`config.mk`:
```
export PLATFORM = sky130hd
export DESIGN_NAME = mia_ctrl
export DESIGN_NICKNAME = d
export VERILOG_FILES = /design/src/hw/mia_pkg.sv /design/src/hw/mia_ctrl.sv /design/src/hw/mia_prio.sv
export VERILOG_INCLUDE_DIRS = /design/src /design/src/hw
export SDC_FILE = /design/constraint.sdc
export NUM_CORES = 1
export LEC_CHECK = 0
export BUFFER_PORTS_ARGS = -buffer_cell sky130_fd_sc_hd__buf_2
export CORE_UTILIZATION = 50
export CTS_BUF_LIST = sky130_fd_sc_hd__clkbuf_2
export DETAILED_ROUTE_END_ITERATION = 6
export PLACE_DENSITY = 0.84
export SKIP_LAST_GASP = 1
export SYNTH_ARGS = -nofsm -noshare
export SYNTH_HDL_FRONTEND = slang
export SYNTH_HIERARCHICAL = 1
export SYNTH_SLANG_ARGS = --single-unit
```
`constraint.sdc`:
```
create_clock -name i_clk -period 2 [get_ports i_clk]
set_input_delay 0.3 -clock i_clk [delete_from_list [all_inputs] [get_ports i_clk]]
set_output_delay 0.3 -clock i_clk [all_outputs]
set_load 0.1 [all_outputs]
```
`src/hw/mia_defines.svh`:
```
// Purpose: constants for the maskable interrupt acknowledge block
// Assumes: 100 MHz cpu clock, 8-bit register port
// Notes:   offsets are addresses four apart on the plain port
`ifndef MIA_DEFINES_SVH
`define MIA_DEFINES_SVH
`define MIA_ADDR_REQ      4'h0
`define MIA_ADDR_MASK     4'h4
`define MIA_ADDR_STATUS   4'h8
`define MIA_ADDR_ACKSRC   4'hC
`define MIA_REQ_RESET     8'h00
`define MIA_MASK_RESET    8'hFF
`define MIA_STATUS_RESET  8'h02
`define MIA_IE_BIT        1
`define MIA_NSRC          7
`define MIA_SRC_LSB       1
`define MIA_VEC_BASE      16'h0006
`define MIA_MIN_CLOCKS    9
`define MIA_MAX_CLOCKS    19
`define MIA_ACK_CLOCKS    5'h09
`endif

```
`src/hw/mia_pkg.sv`:
```
// Purpose: types for the maskable interrupt acknowledge block
// Assumes: mia_defines.svh constants
// Notes:   sequencer handshake grouped as structs
package mia_pkg;
  typedef struct packed {
    logic       instr_start;
    logic       instr_last;
    logic       flag_access;
    logic       ret_irq;
    logic [15:0] pc;
  } mia_seq_type;
  typedef struct packed {
    logic        ack;
    logic [2:0]  src;
    logic [15:0] vector;
    logic [7:0]  saved_status;
    logic [15:0] saved_pc;
    logic        push_status;
    logic        push_pc;
  } mia_ack_type;
endpackage : mia_pkg

```
`src/hw/mia_ctrl.sv`:
```
// Purpose: maskable interrupt acknowledge control
// Assumes: sequencer marks instruction start/last clock and flag access
// Notes:   sources arrive as asynchronous pulses/levels, synchronised
//
// What this block does
// - eligible when request set, mask clear
// - taken only while global enable is one
// - request to service within 9..19 clocks
// - worst case arises from long test-branch ops
// - simultaneous requests served by fixed priority
// - priority order: lvi, pin0, pin1, timers, adc
// - pending request served once conditions hold
// - push status, then pc; clear enable; vector
// - flag eligible before instruction start: ack after instruction
// - flag on last clock: one more instruction
// - hold pending during flag register access
// - defer one instruction after flag register ops
// - nesting allowed once enable set again
// - without re-enable, wait for routine return
// - enable one permits, zero blocks all
// - flag set by hardware source or write
// - reset leaves all masks set
//
// The strobed register port and the register offsets were decided locally.
`timescale 1ns/100ps
`default_nettype none
`include "mia_defines.svh"
module mia_ctrl
#(
  parameter int NSRC = `MIA_NSRC
)
(
  input  wire logic              i_clk,
  input  wire logic              i_rstn,
  input  wire logic [NSRC-1:0]   i_src,
  input  wire mia_pkg::mia_seq_type i_seq,
  input  wire logic [3:0]        i_addr,
  input  wire logic [7:0]        i_wdata,
  input  wire logic              i_wr,
  input  wire logic              i_rd,
  output logic [7:0]             o_rdata,
  output var mia_pkg::mia_ack_type o_ack
);
  import mia_pkg::*;

  logic [NSRC-1:0] src_m;
  logic [NSRC-1:0] src_s;
  logic [NSRC-1:0] src_d;
  logic [NSRC-1:0] req;
  logic [NSRC-1:0] mask;
  logic [7:0]      status;
  logic [7:0]      rdata;
  logic            defer;
  logic            armed;
  logic [2:0]      last_src;
  mia_ack_type     ack;
  logic [NSRC-1:0] next_req;
  logic [NSRC-1:0] next_mask;
  logic [7:0]      next_status;
  logic [7:0]      next_rdata;
  logic            next_defer;
  logic            next_armed;
  logic [2:0]      next_last_src;
  mia_ack_type     next_ack;
  logic            pick_any;
  logic [2:0]      pick_idx;
  logic [NSRC-1:0] elig;
  logic [NSRC-1:0] rise;
  logic            ie;

  always_ff @(posedge i_clk or negedge i_rstn)
  begin
    if (!i_rstn)
    begin
      src_m <= '0;
      src_s <= '0;
      src_d <= '0;
    end
    else
    begin
      src_m <= i_src;
      src_s <= src_m;
      src_d <= src_s;
    end
  end

  assign rise = src_s & ~src_d;
  assign ie   = status[`MIA_IE_BIT];
  assign elig = req & ~mask;

  // lowest index is priority 1, the low-voltage source
  mia_prio #(.N(NSRC)) u_prio
  (
    .i_clk  (i_clk),
    .i_rstn (i_rstn),
    .i_elig (elig),
    .o_any  (pick_any),
    .o_idx  (pick_idx)
  );

  always_comb
  begin
    next_req      = req;
    next_mask     = mask;
    next_status   = status;
    next_rdata    = 8'h00;
    next_defer    = defer;
    next_armed    = armed;
    next_last_src = last_src;
    next_ack      = '0;
    next_ack.saved_status = ack.saved_status;
    next_ack.saved_pc     = ack.saved_pc;
    next_ack.src          = ack.src;
    next_ack.vector       = ack.vector;
    if (i_rd)
    begin
      unique case (i_addr)
        `MIA_ADDR_REQ:    next_rdata = {req, 1'b0};
        `MIA_ADDR_MASK:   next_rdata = {mask, 1'b1};
        `MIA_ADDR_STATUS: next_rdata = status;
        `MIA_ADDR_ACKSRC: next_rdata = {5'h00, last_src};
        default:          next_rdata = 8'h00;
      endcase
    end
    if (i_wr)
    begin
      unique case (i_addr)
        `MIA_ADDR_REQ:    next_req    = i_wdata[7:`MIA_SRC_LSB];
        `MIA_ADDR_MASK:   next_mask   = i_wdata[7:`MIA_SRC_LSB];
        `MIA_ADDR_STATUS: next_status = i_wdata;
        default:          next_status = next_status;
      endcase
    end
    if (i_seq.ret_irq)
      next_status[`MIA_IE_BIT] = 1'b1;
    // flag register access defers one more instruction
    if (i_seq.flag_access)
      next_defer = 1'b1;
    else if (i_seq.instr_last && !i_seq.flag_access)
      next_defer = 1'b0;
    // arm at instruction start only when a request was already eligible
    if (i_seq.instr_start)
      next_armed = pick_any && ie && !defer;
    if (i_seq.instr_last && armed && pick_any && ie && !defer
        && !i_seq.flag_access)
    begin
      next_ack.ack          = 1'b1;
      next_ack.push_status  = 1'b1;
      next_ack.src          = pick_idx;
      next_ack.saved_status = status;
      next_ack.saved_pc     = i_seq.pc;
      next_ack.vector       = `MIA_VEC_BASE + {12'h000, pick_idx, 1'b0};
      next_req[pick_idx]    = 1'b0;
      next_status[`MIA_IE_BIT] = 1'b0;
      next_last_src         = pick_idx;
      next_armed            = 1'b0;
    end
    if (ack.push_status)
      next_ack.push_pc = 1'b1;
    next_req = next_req | rise;
  end

  always_ff @(posedge i_clk or negedge i_rstn)
  begin
    if (!i_rstn)
    begin
      req      <= '0;
      mask     <= '1;
      status   <= `MIA_STATUS_RESET;
      rdata    <= 8'h00;
      defer    <= 1'b0;
      armed    <= 1'b0;
      last_src <= 3'h0;
      ack      <= '0;
    end
    else
    begin
      req      <= next_req;
      mask     <= next_mask;
      status   <= next_status;
      rdata    <= next_rdata;
      defer    <= next_defer;
      armed    <= next_armed;
      last_src <= next_last_src;
      ack      <= next_ack;
    end
  end

  assign o_rdata = rdata;
  assign o_ack   = ack;

  property p_mask_blocks;
    @(posedge i_clk) disable iff (!i_rstn)
    ack.ack |-> !$past(mask[ack.src]);
  endproperty
  a_mask_blocks: assert property (p_mask_blocks)
    else $error("acked a masked source");

  property p_ie_needed;
    @(posedge i_clk) disable iff (!i_rstn)
    ack.ack |-> $past(ie);
  endproperty
  a_ie_needed: assert property (p_ie_needed)
    else $error("acked with enable low");

  property p_ie_cleared;
    @(posedge i_clk) disable iff (!i_rstn)
    ack.ack |-> !ie ##1 ack.push_pc;
  endproperty
  a_ie_cleared: assert property (p_ie_cleared)
    else $error("enable not cleared or pc not pushed");

  property p_no_defer_ack;
    @(posedge i_clk) disable iff (!i_rstn)
    ack.ack |-> !$past(defer) && !$past(i_seq.flag_access);
  endproperty
  a_no_defer_ack: assert property (p_no_defer_ack)
    else $error("acked during flag access");

  property p_vector;
    @(posedge i_clk) disable iff (!i_rstn)
    ack.ack |-> ack.vector == `MIA_VEC_BASE + {12'h000, ack.src, 1'b0};
  endproperty
  a_vector: assert property (p_vector)
    else $error("wrong vector");

  property p_flag_cleared;
    @(posedge i_clk) disable iff (!i_rstn)
    ack.ack |-> !req[ack.src] || $past(rise[ack.src]);
  endproperty
  a_flag_cleared: assert property (p_flag_cleared)
    else $error("flag kept after ack");

  property p_armed_first;
    @(posedge i_clk) disable iff (!i_rstn)
    ack.ack |-> $past(armed);
  endproperty
  a_armed_first: assert property (p_armed_first)
    else $error("ack without arming");

  property p_reset_mask;
    @(posedge i_clk) $rose(i_rstn) |-> mask == '1;
  endproperty
  a_reset_mask: assert property (p_reset_mask)
    else $error("mask not all ones after reset");
endmodule // mia_ctrl
`default_nettype wire

```
`src/hw/mia_prio.sv`:
```
// Purpose: fixed priority pick among eligible sources
// Assumes: bit 0 is the highest priority source
// Notes:   combinational pick registered one cycle
`timescale 1ns/100ps
`default_nettype none
module mia_prio
#(
  parameter int N = 7
)
(
  input  wire logic         i_clk,
  input  wire logic         i_rstn,
  input  wire logic [N-1:0] i_elig,
  output logic              o_any,
  output logic [2:0]        o_idx
);
  logic       any;
  logic [2:0] idx;
  logic       next_any;
  logic [2:0] next_idx;

  always_comb
  begin
    next_any = 1'b0;
    next_idx = 3'h0;
    for (int i = N - 1; i >= 0; i--)
    begin
      if (i_elig[i])
      begin
        next_any = 1'b1;
        next_idx = 3'(i);
      end
    end
  end

  always_ff @(posedge i_clk or negedge i_rstn)
  begin
    if (!i_rstn)
    begin
      any <= 1'b0;
      idx <= 3'h0;
    end
    else
    begin
      any <= next_any;
      idx <= next_idx;
    end
  end

  assign o_any = any;
  assign o_idx = idx;
endmodule // mia_prio
`default_nettype wire
```
==> Word level (Yosys, flattened, before mapping) <==
Index checks and enable logic that the tools add are counted.
{ "classes": {"add_sub_neg": 1, "magnitude_cmp": 2, "n_eq_ne": 3, "mux": 31, "bitwise": 7, "reduce_logical": 19} }
{ "ops": {"columns": ["op", "count"], "rows": [
  ["45-bit two-way mux", 1],
  ["8-bit case mux with 4 select lines", 1],
  ["7-bit bitwise AND", 3],
  ["3-bit two-way mux", 7],
  ["7-bit two-way mux", 3],
  ["7-bit NOT", 3],
  ["1-bit two-way mux", 15],
  ["1-bit logical AND", 9],
  ["4-bit == test (second input constant)", 2],
  ["8-bit two-way mux", 1],
  ["7-bit bitwise OR", 1],
  ["2-bit AND reduction", 3],
  ["3-bit nonzero test", 2],
  ["3-bit by 4-bit adder with 5-bit output (first input constant)", 1],
  ["4-bit by 3-bit == test with 1-bit output (second input constant)", 1],
  ["4-bit zero test", 1],
  ["3-bit by 4-bit less-than comparator with 1-bit output (second input constant)", 1],
  ["2-bit two-way mux", 2],
  ["2-bit nonzero test", 2],
  ["1-bit demux with 3-bit select", 1],
  ["3-bit by 1-bit >= comparator with 1-bit output (second input constant)", 1],
  ["1-bit zero test", 2]
]} }
{ "totals": {"ff_bits": 103, "in_bits": 43, "elab_cells": 82} }

==> Longest topological paths before layout <==
{ "depth": {"depth_word": 9, "depth_mapped": 5} }

==> Cells and area by module <==
Netlist, hierarchy kept.
{ "modules_own_cells": {"columns": ["module", "instances", "cells_per_inst", "area_each_um2", "seq_area_each_um2"], "rows": [
  ["mia_ctrl", 1, 257, 3520.9, 2162.1],
  ["mia_prio", 1, 15, 162.7, 100.1]
]} }

==> Worst setup path before layout <==
No wires, ideal clock.
{ "synth_timing": {"path_type": "register to register", "start": "register status[1]", "end": "register ack, in the netlist o_ack[44]", "setup_ns": 0.126, "arrival_time_ns": 1.604, "t_required_ns": 1.874, "path_slack_ns": 0.271, "stages_incl_launch_ff": 5, "path_buffers": 1, "period_less_slack_ns": 1.729, "cell_sequence": "dfstp_2 -> nand3b_4 -> nor4_4 -> buf_6 -> mux2_2"} }
{ "synth_via": {"elab_chain_len": 3} }
{ "synth_lines": {"columns": ["item", "line_no", "text"], "rows": [
  ["from (decl)", "mia_ctrl.sv:51", "logic [7:0] status;"],
  ["from (signal assigned)", "mia_ctrl.sv:169", "status <= `MIA_STATUS_RESET;"],
  ["from (signal assigned)", "mia_ctrl.sv:180", "status <= next_status;"],
  ["1-bit logical AND (2 in series)", "mia_ctrl.sv:144", "if (i_seq.instr_last && armed && pick_any && ie && !defer"],
  ["1-bit logical AND", "mia_ctrl.sv:145", "&& !i_seq.flag_access)"],
  ["to (signal assigned)", "mia_ctrl.sv:185", "ack <= next_ack;"],
  ["to (decl)", "mia_ctrl.sv:56", "mia_ack_type ack;"]
]} }
No other way between the ends.
A chain may end at the register's enable or synchronous reset.

==> Worst setup path after layout <==
{ "layout_timing": {"start": "register status[1]", "end": "register ack, in the netlist o_ack[15]"} }
Same word-level chain as after synthesis.

==> results_dict.tcl <==
set metrics [dict create \
    grt_overflow 0 \
    postCtsSetupRepairBufs 0 \
    pre_cts_ws_ns 0.332 \
    end_kind "register" \
    drt.antenna.violating_nets 0 \
    drive_above_1_share_pct 41.8 \
    vias 2572 \
    die_area_um2 7710 \
    skew_ns 0.0203 \
    crit_fanout 29 \
    path_class "register to register" \
    grt_pass1_vias 2466 \
    grt_pass1_wl_um 12000 \
    fin_nets 436 \
    drt_iter0_markers 231 \
    ys_warn_count 6 \
    p_per_area_nw_per_um2 1280 \
    finalHoldViolCount 0 \
    grt_setup_unrepaired "no" \
    crit_slowest_cell "dfstp_2" \
    ys_ff_latch 90 \
    start_kind "register" \
    cellLeakagePower_nw 2.16 \
    cts-root-buf "clkbuf_2" \
    cts.sinks 90 \
    slew_violations 0 \
    multiInputGateArea_um2 1270 \
    hold_class "input port to register" \
    syn2layout_area_growth_pct 24.3 \
    die_h_um 87.8 \
    min_from "i_seq[19]" \
    gp_congestion 0.836 \
    reg2regPathDepth 4 \
    io_pins 97 \
    syn_area_per_cell_um2 13.5 \
    grtUsageTotal_pct 20.9 \
    num-fill-cells 504 \
    layout_min_cycle_time_ns 1.72 \
    post-route-period-util_pct 85.8 \
    cts_resized 0 \
    syn_inst 272 \
    setup_viol 0 \
    worstSetupStartpoint "status[1]" \
    start_util_pct 53.0 \
    endpoint "o_ack[15]" \
    path_cells "nand3b_4 > nor4_4 > buf_12 > mux2_2" \
    fin_ws_ns 0.284 \
    yosys-top-cells-area "dfrtp_1, mux2_2, dfstp_2" \
    cts_buffer_depth 2 \
    drc 0 \
    max_freq_ghz 0.583 \
    yosysTopAreaCellShare_pct 55.7 \
    diodes 0 \
    post_synth_num_cell_types 38 \
    max_cap_violations 0 \
    cts.htree.levels 3 \
    clkLatencyLatePin_ns 0.52 \
    required_ns 2.41 \
    cts_tree "yes" \
    synth_area_um2 3680 \
    r2r_end "o_ack[15]" \
    routed_wl_um 7620 \
    critPathMaxStageDelay_ns 0.62 \
    port_buffers 84 \
    grt_max_degree 38 \
    fp.dieW_um 87.8 \
    rows 30 \
    ff_latch_area_um2 2260 \
    antenna_found_initial 0 \
    wl_per_cell_um 15.5 \
    cts_buffers 9 \
    r2r-start "status[1]" \
    drtPass1Iterations 4 \
    yosys.area.top_type "dfrtp_1" \
    yosysSeqAreaShare_pct 61.4 \
    final.setup.tns_ns 0 \
    r2r_slack_ns 0.28 \
    place_hpwl_um 5280 \
    irDropWorstVdd_v 0.00115 \
    coreArea_um2 6940 \
    clk_pin_slew_worst_paths_ns 0.22 \
    worstPathArrival_ns 2.13 \
    outcome "finished clean" \
    viasPerCell 5.22 \
]
critical path: cells and delay by family (launching register included):
family / cells / cell delay (ns)
buf+inv: 1 / 0.24
simple gates: 2 / 0.38
flops: 1 / 0.62
mux: 1 / 0.35
area by class of cell:
type | instances | area share (%)
clock buffers | 10 | 1.09
inverters | 10 | 0.820
flip-flops and latches | 90 | 49.4
repair buffers | 119 | 17.1
multi-input cells | 162 | 27.7
well taps | 96 | 2.62
clock inverters | 6 | 1.26
power breakdown:
group / switching [mW] / internal (mW) / total (mW)
clock network: 0.562 / 0.286 / 0.848
logic: 2.12 / 0.522 / 2.64
registers: 0.201 / 2.17 / 2.37
cells by family (layout without fill, tap and decap cells):
logic type | Yosys count | after routing | share of synthesized area (%)
flip-flops | 90 | 90 | 61.4
AND/OR/NAND/NOR | 71 | 71 | 11.9
multiplexers | 51 | 51 | 16.1
buffers and inverters | 31 | 145 | 5.30
AO/OA/AOI/OAI | 26 | 26 | 4.59
adder cells (fa/ha/maj) | 1 | 1 | 0.340
other | 1 | 12 | 0.102
XOR/XNOR | 1 | 1 | 0.238
cells in the mapped netlist, drive strengths merged:
master / count
ha: 1
or4b: 1
a311oi: 1
nand2b: 2
or2: 2
o21ai: 2
inv: 10
nand3b: 1
nand3: 1
a211oi: 10
mux2: 47
or4: 2
and3: 3
a21oi: 8
nor4b: 1
o211ai: 1
nor3: 4
or4bb: 1
nand4b: 1
buf: 20
nor4: 12
nor2b: 16
a21o: 1
nand2: 15
o22ai: 2
mux2i: 2
nor2: 9
clkbuf: 1
conb: 1
mux4: 2
xnor2: 1
dfstp: 8
dfrtp: 82
o21bai: 1
placed cells by master (no fill, tap or decap), drive strengths merged, types with 3 or more instances in the layout:
master,count
buf,90
dfrtp,82
mux2,47
dlygate4sd3,29
nor2b,16
nand2,15
conb,12
nor4,12
inv,10
a211oi,10
clkbuf,10
nor2,9
a21oi,8
dfstp,8
clkinv,5
nor3,4
and3,3
what timing repair did:
action | in CTS | in global routing
hold buffers | 27 | 2
setup endpoints to repair | 0 | 0
hold endpoints to repair | 58 | 2
flip-flops by register name, summed over array words and instances (netlist names):
| signal | cells |
|---|---|
| o_ack | 33 |
| armed | 1 |
| u_prio/o_any | 1 |
| status | 8 |
| src_d | 7 |
| defer | 1 |
| src_m | 7 |
| mask | 7 |
| u_prio/o_idx | 3 |
| o_rdata | 8 |
| src_s | 7 |
| req | 7 |
metal layers:
metal	vias to the layer above	GRT usage, %	wire [um]
met4	0	5.37	85
met2	108	34.7	3890
met1	1276	26.7	3180
met3	12	6.79	466
li1	1176	-	-
met5	-	0	0
per-stage QoR:
stage	hold WS, ns	utilization [%]	power [mW]	area (um2)	instances
finish	0.0354	65.9	5.86	4580	493
CTS	0.000895	65.6	5.88	4560	491
floorplan	0.00441	-	4.55	3720	283
detailed placement	0.283	60.2	5.00	4180	448
global placement	0.284	60.2	4.94	4180	448
global route	0.00134	65.9	6.10	4580	493
how the worst min path moves through the flow:
stage,to,slack [ns],depth (start not counted)
global placement,o_ack[0],0.28,1
CTS,status[1],0.0009,3
finish,armed,0.04,3
global route,armed,0.001,3
detailed placement,o_ack[0],0.28,1
floorplan,armed,0.004,0
Power figures use the tool's default switching activity.
